--- src/hdl/acsp_defines.vh ---
//
// Contract
// - Port uses exactly three signals: serial clock, active-low select, one data line.
// - Every data bit in or out is timed by the serial clock.
// - Transfers happen only while select is low; select high gates them off.
// - A frame starts at the first rising clock edge after select falls.
// - Select held low streams consecutive bytes without limit. Code streams only when both word-length bits are set.
// - Select raised between bytes pauses; the frame resumes at the next byte. Code resumes only if select returns low within HIGH_IDLE_CYC cycles.
// - Select held high puts the port pins in high impedance, secondary use on.
// - Each frame opens with a 16-bit instruction decoded before any data.
// - Two word-length bits in the instruction set the number of data bytes.
// - Data after the instruction moves in whole 8-bit bytes only.
// - The first bit of the stream is the read-or-write flag.
// - On read the data line turns to output and returns register contents.
// - Bits shift MSB first after reset; a config bit selects LSB first. lsb_first orders data bits and sets address step direction; the instruction stays MSB first.
// - Serial clock and select are always inputs; the device never drives them.
// - Data line is input in write phases, output in readback; host releases it.
// - Read with both channel bits set returns the first channel's local register.
`ifndef ACSP_DEFINES_VH
`define ACSP_DEFINES_VH
`define ACSP_INSTR_BITS 5'h10
`define ACSP_BYTE_BITS 4'h8
`define ACSP_RW_BIT 4'hF
`define ACSP_LEN_HI_BIT 4'hE
`define ACSP_LEN_LO_BIT 4'hD
`define ACSP_LEN_STREAM 2'h3
`define ACSP_ADDR_MSB 4'hC
`define ACSP_CHAN_A_BIT 1'h0
`define ACSP_CHAN_B_BIT 1'h1
`define ACSP_HIGH_IDLE_CYC 16'h0100
`endif

--- src/hdl/acsp_serial_port.v ---
`timescale 1ns/10ps
`include "acsp_defines.vh"
module acsp_serial_port #(
   parameter ADDR_W = 13,
   parameter HIGH_IDLE_CYC = `ACSP_HIGH_IDLE_CYC
) (
   input wire sys_clk,
   input wire rst,
   input wire sclk,
   input wire cs_n,
   input wire sdio_i,
   output reg sdio_o,
   output reg sdio_oe,
   input wire lsb_first,
   input wire [1:0] chan_sel,
   input wire [7:0] rd_data_a,
   input wire [7:0] rd_data_b,
   output reg [ADDR_W-1:0] reg_addr,
   output reg [1:0] reg_chan,
   output reg [7:0] wr_data,
   output reg wr_stb,
   output reg rd_stb,
   output reg port_hiz,
   output reg busy
);
   localparam ST_IDLE = 2'h0;
   localparam ST_INSTR = 2'h1;
   localparam ST_DATA = 2'h2;
   // Two-flop synchronisers; first stage read only by second
   reg sclk_m_r, sclk_s_r, sclk_d_r;
   reg cs_m_r, cs_s_r, cs_d_r;
   reg sdi_m_r, sdi_s_r;
   reg [1:0] st_r;
   reg [4:0] bit_cnt_r;
   reg [15:0] instr_r;
   reg [7:0] shin_r;
   reg [7:0] shout_r;
   reg [2:0] left_r;
   reg rd_r;
   reg [15:0] hi_cnt_r;
   reg [ADDR_W-1:0] addr_nxt;
   reg [7:0] rd_sel;
   wire rise;
   wire fall;
   wire active;
   wire [15:0] instr_nxt;
   wire [7:0] byte_nxt;
   assign rise = sclk_s_r & ~sclk_d_r & ~cs_s_r;
   assign fall = ~sclk_s_r & sclk_d_r & ~cs_s_r;
   assign active = ~cs_s_r;
   // Shift direction picks where a new data bit lands; instruction bits always enter at bit 0
   assign instr_nxt = {instr_r[14:0], sdi_s_r};
   assign byte_nxt = lsb_first ? {sdi_s_r, shin_r[7:1]} : {shin_r[6:0], sdi_s_r};
   always @* begin
      addr_nxt = instr_r[ADDR_W-1:0];
      if (lsb_first) begin
         addr_nxt = reg_addr + {{(ADDR_W-1){1'b0}}, 1'b1};
      end else begin
         addr_nxt = reg_addr - {{(ADDR_W-1){1'b0}}, 1'b1};
      end
   end
   always @* begin
      // Channel A wins when both are selected
      if (chan_sel[`ACSP_CHAN_A_BIT]) begin
         rd_sel = rd_data_a;
      end else if (chan_sel[`ACSP_CHAN_B_BIT]) begin
         rd_sel = rd_data_b;
      end else begin
         rd_sel = rd_data_a;
      end
   end
   always @(posedge sys_clk) begin
      if (rst) begin
         sclk_m_r <= 1'b0;
         sclk_s_r <= 1'b0;
         sclk_d_r <= 1'b0;
         cs_m_r <= 1'b1;
         cs_s_r <= 1'b1;
         cs_d_r <= 1'b1;
         sdi_m_r <= 1'b0;
         sdi_s_r <= 1'b0;
      end else begin
         sclk_m_r <= sclk;
         sclk_s_r <= sclk_m_r;
         sclk_d_r <= sclk_s_r;
         cs_m_r <= cs_n;
         cs_s_r <= cs_m_r;
         cs_d_r <= cs_s_r;
         sdi_m_r <= sdio_i;
         sdi_s_r <= sdi_m_r;
      end
   end
   always @(posedge sys_clk) begin
      if (rst) begin
         st_r <= ST_IDLE;
         bit_cnt_r <= 5'h00;
         instr_r <= 16'h0000;
         shin_r <= 8'h00;
         shout_r <= 8'h00;
         left_r <= 3'h0;
         rd_r <= 1'b0;
         hi_cnt_r <= 16'h0000;
         sdio_o <= 1'b0;
         sdio_oe <= 1'b0;
         reg_addr <= {ADDR_W{1'b0}};
         reg_chan <= 2'h0;
         wr_data <= 8'h00;
         wr_stb <= 1'b0;
         rd_stb <= 1'b0;
         port_hiz <= 1'b1;
         busy <= 1'b0;
      end else begin
         wr_stb <= 1'b0;
         rd_stb <= 1'b0;
         // Step only after the strobe, so a write shows its own address
         if (wr_stb) begin
            reg_addr <= addr_nxt;
         end
         // Long select-high stretch means no frame; pins go quiet
         if (active) begin
            hi_cnt_r <= 16'h0000;
            port_hiz <= 1'b0;
         end else if (hi_cnt_r < HIGH_IDLE_CYC) begin
            hi_cnt_r <= hi_cnt_r + 16'h0001;
         end else begin
            port_hiz <= 1'b1;
         end
         // Select high pauses the frame but keeps position; device never drives sclk/cs
         if (!active) begin
            sdio_oe <= 1'b0;
         end else if (st_r == ST_DATA && rd_r) begin
            // Held until select rises, so the last bit survives the host's sample
            sdio_oe <= 1'b1;
         end
         // A falling select after a long gap opens a new frame
         if (!cs_s_r && cs_d_r && port_hiz) begin
            st_r <= ST_INSTR;
            bit_cnt_r <= 5'h00;
            busy <= 1'b1;
         end else if (st_r == ST_IDLE && !cs_s_r && cs_d_r) begin
            st_r <= ST_INSTR;
            bit_cnt_r <= 5'h00;
            busy <= 1'b1;
         end else begin
            case (st_r)
               ST_IDLE: begin
                  busy <= 1'b0;
               end
               ST_INSTR: begin
                  if (rise) begin
                     instr_r <= instr_nxt;
                     if (bit_cnt_r == `ACSP_INSTR_BITS - 5'h01) begin
                        st_r <= ST_DATA;
                        bit_cnt_r <= 5'h00;
                        rd_r <= instr_nxt[`ACSP_RW_BIT];
                        left_r <= {1'b0, instr_nxt[`ACSP_LEN_HI_BIT:`ACSP_LEN_LO_BIT]};
                        reg_addr <= instr_nxt[ADDR_W-1:0];
                        reg_chan <= chan_sel;
                        if (instr_nxt[`ACSP_RW_BIT]) begin
                           rd_stb <= 1'b1;
                           shout_r <= rd_sel;
                        end
                     end else begin
                        bit_cnt_r <= bit_cnt_r + 5'h01;
                     end
                  end
               end
               ST_DATA: begin
                  if (rd_r && fall) begin
                     // Host samples on rising edges, so update on falling
                     sdio_o <= lsb_first ? shout_r[0] : shout_r[7];
                     shout_r <= lsb_first ? {1'b0, shout_r[7:1]} : {shout_r[6:0], 1'b0};
                  end
                  if (rise) begin
                     shin_r <= byte_nxt;
                     if (bit_cnt_r[3:0] == `ACSP_BYTE_BITS - 4'h1) begin
                        bit_cnt_r <= 5'h00;
                        if (!rd_r) begin
                           wr_data <= byte_nxt;
                           wr_stb <= 1'b1;
                        end
                        if (rd_r) begin
                           reg_addr <= addr_nxt;
                           rd_stb <= 1'b1;
                        end
                        // Streaming length runs while select stays low
                        if (left_r[1:0] == 2'h0 && instr_r[`ACSP_LEN_HI_BIT:`ACSP_LEN_LO_BIT]
                            != `ACSP_LEN_STREAM) begin
                           st_r <= ST_IDLE;
                        end else if (left_r[1:0] != 2'h0 && instr_r[`ACSP_LEN_HI_BIT:`ACSP_LEN_LO_BIT]
                            != `ACSP_LEN_STREAM) begin
                           left_r <= left_r - 3'h1;
                        end else begin
                           left_r <= left_r;
                        end
                     end else begin
                        bit_cnt_r <= bit_cnt_r + 5'h01;
                        if (bit_cnt_r[3:0] == 4'h0 && rd_r) begin
                           shout_r <= shout_r;
                        end
                     end
                  end
                  if (rd_r && rd_stb) begin
                     shout_r <= rd_sel;
                  end
               end
               default: begin
                  st_r <= ST_IDLE;
               end
            endcase
         end
      end
   end
endmodule // acsp_serial_port

--- config.mk ---
export PLATFORM = sky130hd
export DESIGN_NAME = acsp_serial_port
export DESIGN_NICKNAME = d
export VERILOG_FILES = /design/src/hdl/acsp_serial_port.v
export VERILOG_INCLUDE_DIRS = /design/src /design/src/hdl
export SDC_FILE = /design/constraint.sdc
export NUM_CORES = 1
export LEC_CHECK = 0
export ABC_AREA = 1
export BUFFER_PORTS_ARGS = -buffer_cell sky130_fd_sc_hd__buf_4
export CORE_MARGIN = 3
export CORE_UTILIZATION = 40
export DETAILED_ROUTE_END_ITERATION = 12
export HOLD_SLACK_MARGIN = 0.15
export PLACE_DENSITY = 0.7
export SLEW_MARGIN = 20
export SYNTH_ARGS = -nofsm -noshare
export SYNTH_HDL_FRONTEND = slang
export SYNTH_SLANG_ARGS = --single-unit
--- constraint.sdc ---
create_clock -name sys_clk -period 2.3 [get_ports sys_clk]
set_input_delay 0.46 -clock sys_clk [delete_from_list [all_inputs] [get_ports sys_clk]]
set_output_delay 0.46 -clock sys_clk [all_outputs]
set_load 0.1 [all_outputs]
==> impl_metrics.tcl, run 1 <==
set metrics [dict create \
    crit_fanout 6 \
    initial_utilization_pct 41.39 \
    drv_cap 0 \
    syn_to_final_growth_pct 18.54 \
    diodes 0 \
    routed_wl_mm 12.17 \
    vdd_ir_drop_max_v 0.0005792 \
    max_slew_margin_pct 60.83 \
    die-area_um2 13970 \
    syn_avg_cell_area_um2 6.914 \
    cts_hold_buf 0 \
    post_cts_buffers 0 \
    wl_per_cell_um 12.65 \
    finalSetupTns_ns 0 \
    synth_cells 728 \
    fin_util_pct 49.06 \
    rsz0062_at_grt "false" \
    clk_path_buf_depth 2 \
    synth_cell_types 37 \
    drc 0 \
    synth_commonest_cells "nand2_1 (124), inv_1 (111), dfxtp_1 (94), nor2_1 (82), o21ai_0 (71)" \
    final.fill_count 1249 \
    ctsRootBufferMaster "clkbuf_16" \
    place.gp.congestion 0.9276 \
    final_hold_viol_count 0 \
    p_int_mw 2.813 \
    clkPwrFrac_pct 33.1 \
    io_pins 53 \
    period_minus_slack_ns 2.020 \
    coreArea_um2 12160 \
    yosysTopAreaCell "dfxtp_1" \
    track_usage_pct 17.66 \
    ys_warn_count 0 \
    ys_top_cells_by_area "dfxtp_1 (37%), nand2_1 (9.2%), inv_1 (8.3%)" \
    synth_edf_count 0 \
    first_pass_iters 6 \
    worst-setup-path-type "reg -> reg" \
    outcome "complete, no violations" \
    yosys_register_bits 94 \
    p_leak_nw 2.651 \
    skew_ns 0.008755 \
    worstPathArrival_ns 2.27 \
    power_frac_seq_pct 42.4 \
    crit_path_end_kind "flop" \
    required_ns 2.55 \
    cp_cell_sequence "ha_1 -> nand2_1 -> nor2_1 -> ha_1 -> nand2_2 -> nand2_2 -> nand3_4 -> inv_1 -> nor2_4 -> nand3_1 -> nand3_1 -> nand2_1 -> inv_1" \
    period_share_pct 87.81 \
    grt_pass1_vias 4326 \
    synthFlopType "dfxtp_1" \
    port_buffers 52 \
    max_freq_ghz 0.4951 \
    cp_slowest_cell "dfxtp_1" \
    synth_top_area_share_pct 37.39 \
    ys_seq_area_share_pct 37.39 \
    synth_nets 774 \
    finalSetupViolCount 0 \
    synth_area_um2 5034 \
    drive_gt1_share_pct 14.36 \
    tightest_slew_ns 0.5869 \
    hold_path.class "in -> reg" \
    die_w_um 118.2 \
    grt_max_degree 30 \
    cts_buffers 9 \
    synth.most_common_cell "nand2_1" \
    p_switching_mw 1.352 \
    critPathBufInv 2 \
    fp.dieH_um 118.2 \
    cpPeakStageDelay_ns 0.37 \
    grt_pass1_wl_mm 20.53 \
    cts_tree "yes" \
    num_vias 4816 \
    power_density_nw_per_um2 698.1 \
    grt.overflow.total 0 \
    drtAntennaViolNets 0 \
    ctsResizeCount 0 \
    async_flop_share_pct 0 \
    drv_slew 0 \
    final_net_count 835 \
    start_kind "flop" \
    hpwl_mm 8.936 \
    cts.sinks 94 \
    drt_first_iter_violations 439 \
    antenna_found_initial 0 \
    combPwrFrac_pct 24.5 \
    cts-htree-levels 3 \
    clk_latency_ns 0.34 \
    via_per_inst 5.006 \
    sw_frac_of_total_pct 32.46 \
    critPathTopFamily "simple AND/OR/NAND/NOR gates" \
    path_clk_slew_ns 0.07 \
    row_count 40 \
]
==> path summary, 6_finish.rpt <==
path                                    from            to  slack (ns)  depth (start not counted)
worst min-delay path                    cs_n        cs_m_r        0.30                          2
worst max-delay path            bit_cnt_r[1]  reg_addr[10]        0.28                         13
worst min register to register      sclk_m_r      sclk_s_r        0.40                          2
worst max register to register  bit_cnt_r[1]  reg_addr[10]        0.28                         13
==> logic make-up after synthesis <==
logic type	synth area share (%)
XOR/XNOR	1.218
AO/OA/AOI/OAI	19.76
AND/OR/NAND/NOR	25.45
buffers and inverters	10.56
adder cells (fa/ha/maj)	5.618
flip-flops	37.38
==> layout by cell type (no fill, tap or decap), types with 2 or more instances in the layout <==
cell type,count
inv_2,5
or2_2,4
nor2_1,81
ha_1,21
a21oi_1,65
nor3_1,10
dfxtp_2,4
clkinvlp_4,2
a31oi_1,17
nand3_1,38
xnor2_1,3
o21ai_0,71
nand3b_1,2
nor2_2,2
o22ai_1,2
inv_1,111
o21bai_1,3
nand3_4,2
nor2_4,4
dfxtp_1,90
nand2_2,5
xor2_1,4
clkbuf_16,9
a211oi_1,15
buf_4,71
clkbuf_1,3
o211ai_1,2
nand2_1,124
nand4_1,12
==> power groups by stage <==
stage	Sequential (mW)	Combinational, mW	Clock, mW
6_report	1.77	1.02	1.38
5_1_grt	1.77	1.14	1.48
4_1_cts	1.76	1.02	1.41
3_5_place_dp	1.80	1.01	0
3_3_place_gp	1.80	1.01	0
2_1_floorplan	1.90	0.644	0
==> routing by layer <==
metal | part of all wire, % | vias up | track usage, % | wire [um]
li1 | - | 2517 | - | -
met1 | 49 | 2189 | 24.48 | 5931
met2 | 45 | 97 | 27.72 | 5494
met3 | 4.9 | 13 | 4.450 | 601
met4 | 1.1 | 0 | 4.029 | 139
met5 | 0 | - | 0 | 0
==> final cells by class <==
type | count | area, um^2 | share of cell area [%]
multi-input combinational | 496 | 2628 | 44.03
sequential | 94 | 1887 | 31.62
timing repair buffer | 71 | 533.0 | 8.933
inverter | 117 | 439.2 | 7.360
clock buffer | 13 | 250.2 | 4.194
tap | 168 | 210.2 | 3.523
clock inverter | 3 | 20.02 | 0.3355
==> sequential cells by signal (all words and copies together) (netlist names), 2 cells and up <==
| name | cells |
|---|---|
| wr_data | 8 |
| shin_r | 8 |
| hi_cnt_r | 16 |
| reg_chan | 2 |
| instr_r | 15 |
| bit_cnt_r | 5 |
| st_r | 2 |
| reg_addr | 13 |
| shout_r | 8 |
| left_r | 2 |
==> stage by stage <==
| stage | power (mW) | area (um^2) | hold slack, ns | setup WS, ns | cells |
|---|---|---|---|---|---|
| final | 4.166 | 5967 | 0.3049 | 0.2804 | 962 |
| after global routing | 4.392 | 5967 | 0.2966 | 0.1021 | 962 |
| after CTS | 4.194 | 5959 | 0.2918 | 0.1944 | 962 |
| after detailed placement | 2.811 | 5689 | 0.3985 | 0.05584 | 946 |
| after global placement | 2.809 | 5689 | 0.3949 | 0.09979 | 946 |
| after floorplan | 2.542 | 5039 | 0.3883 | 0.04120 | 728 |
Power figures use the tool's default switching activity.
==> run 2, diff against run 1 <==
CTS_BUF_LIST = sky130_fd_sc_hd__clkbuf_8   (was default)
==> impl_metrics.tcl, run 2 (synthesis gave the netlist of run 1 again) <==
set metrics [dict create \
    num_vias 4874 \
    grt.overflow.total 0 \
    antenna_found_initial 0 \
    regMostFlops "hi_cnt_r" \
    initial_utilization_pct 41.39 \
    cts_buffers 9 \
    max_slew_margin_pct 60.45 \
    cts_hold_buf 0 \
    vdd_ir_drop_max_v 0.0004104 \
    crit_fanout 6 \
    critPathBufInv 3 \
    final_net_count 835 \
    wl_per_cell_um 12.63 \
    cts.sinks 94 \
    post_dp_cell_area_um2 5689 \
    ctsRootBufferMaster "clkbuf_8" \
    largest_reg_flops 16 \
    pre_cts_slack_ns 0.05584 \
    finalSetupViolCount 0 \
    rr_worst_depth 12 \
    hpwl_mm 8.936 \
    hold_path.class "in -> reg" \
    r2r_start "reg_addr[0]" \
    final_cell_area_um2 5866 \
    io_pins 53 \
    period_share_pct 87.54 \
    port_buffers 52 \
    crit_path_end_kind "flop" \
    fin_hold_ws_ns 0.2815 \
    critPathTopFamily "simple AND/OR/NAND/NOR gates" \
    rr_endpoint "reg_addr[4]" \
    die-area_um2 13970 \
    drtAntennaViolNets 0 \
    routed_wl_mm 12.15 \
    finalSetupTns_ns 0 \
    p_leak_nw 2.618 \
    fp.dieH_um 118.2 \
    cts_tree "yes" \
    fin_ws_ns 0.2866 \
    max_freq_ghz 0.4967 \
    outcome "complete, no violations" \
    total_power_mw 3.767 \
    cpPeakStageDelay_ns 0.45 \
    row_count 40 \
    syn_to_final_growth_pct 16.53 \
    skew_ns 0.01320 \
    hold_end "cs_m_r" \
    final.fill_count 1252 \
    rsz0062_at_grt "false" \
    coreArea_um2 12160 \
    path_clk_slew_ns 0.09 \
    grt_pass1_wl_mm 20.26 \
    required_ns 2.62 \
    placed_cells 946 \
    start_kind "flop" \
    reg2reg_slack_ns 0.29 \
    die_w_um 118.2 \
    power_density_nw_per_um2 642.1 \
    drive_gt1_share_pct 14.36 \
    layout_commonest_cell "nand2_1" \
    tightest_slew_ns 0.5926 \
    clk_path_buf_depth 2 \
    largestRegisters "hi_cnt_r x16, instr_r x15, reg_addr x13" \
    track_usage_pct 17.35 \
    diodes 0 \
    final_cell_mix "nand2_1 (124), inv_1 (114), dfxtp_1 (90)" \
    hp-start "cs_n" \
    final_hold_viol_count 0 \
    grt_pass1_vias 4288 \
    place.gp.congestion 0.9276 \
    cp_cell_sequence "inv_1 -> fa_1 -> inv_1 -> nand3_1 -> nand2_1 -> xnor2_1 -> or2_2 -> nand3_1 -> nand2_1 -> nand2_1 -> nand3_1 -> inv_1" \
    drv_slew 0 \
    first_pass_iters 5 \
    period_minus_slack_ns 2.013 \
    final_cells 962 \
    cp_slowest_cell "fa_1" \
    worst-setup-path-type "reg -> reg" \
    grt_max_degree 30 \
    post_cts_buffers 0 \
    drt_first_iter_violations 371 \
    clk_latency_ns 0.37 \
    drv_cap 0 \
    cts-htree-levels 3 \
    fin_util_pct 48.23 \
    worstPathArrival_ns 2.33 \
    drc 0 \
    via_per_inst 5.067 \
    min_path_cells 2 \
]
[run 2: cell type report]
class / instances / area, um^2 / area share [%]
Tap cell: 168 / 210.2 / 3.584
Multi-Input combinational cell: 496 / 2628 / 44.80
Timing Repair Buffer: 71 / 533.0 / 9.087
Inverter: 117 / 439.2 / 7.487
Sequential cell: 94 / 1887 / 32.17
Clock inverter: 6 / 31.28 / 0.5333
Clock buffer: 10 / 137.6 / 2.346
[run 2: routing by layer]
layer	share of wire (%)	GRT usage [%]	vias to the layer above
li1	-	-	2521
met1	49	24.19	2215
met2	45	27.15	129
met3	5.2	4.163	9
met4	1.1	4.103	0
met5	0	0	-
[run 2: repair_timing]
item | 4_1_cts | 5_1_grt
setup endpoints to repair | 0 | 2
hold endpoints to repair | 0 | 0
resized for setup | 0 | 2
[run 2: power by group]
| group | switching (mW) | internal, mW |
|---|---|---|
| registers | 0.0591 | 1.71 |
| clock network | 0.568 | 0.409 |
| logic | 0.680 | 0.344 |
[run 2: worst max path at each step]
stage / from / end / cells after the start
CTS: bit_cnt_r[1] / reg_addr[7] / 10
global route: bit_cnt_r[1] / reg_addr[7] / 10
detailed placement: lsb_first / reg_addr[4] / 12
floorplan: reg_addr[7] / reg_addr[12] / 10
global placement: lsb_first / reg_addr[12] / 12
finish: reg_addr[0] / reg_addr[4] / 12
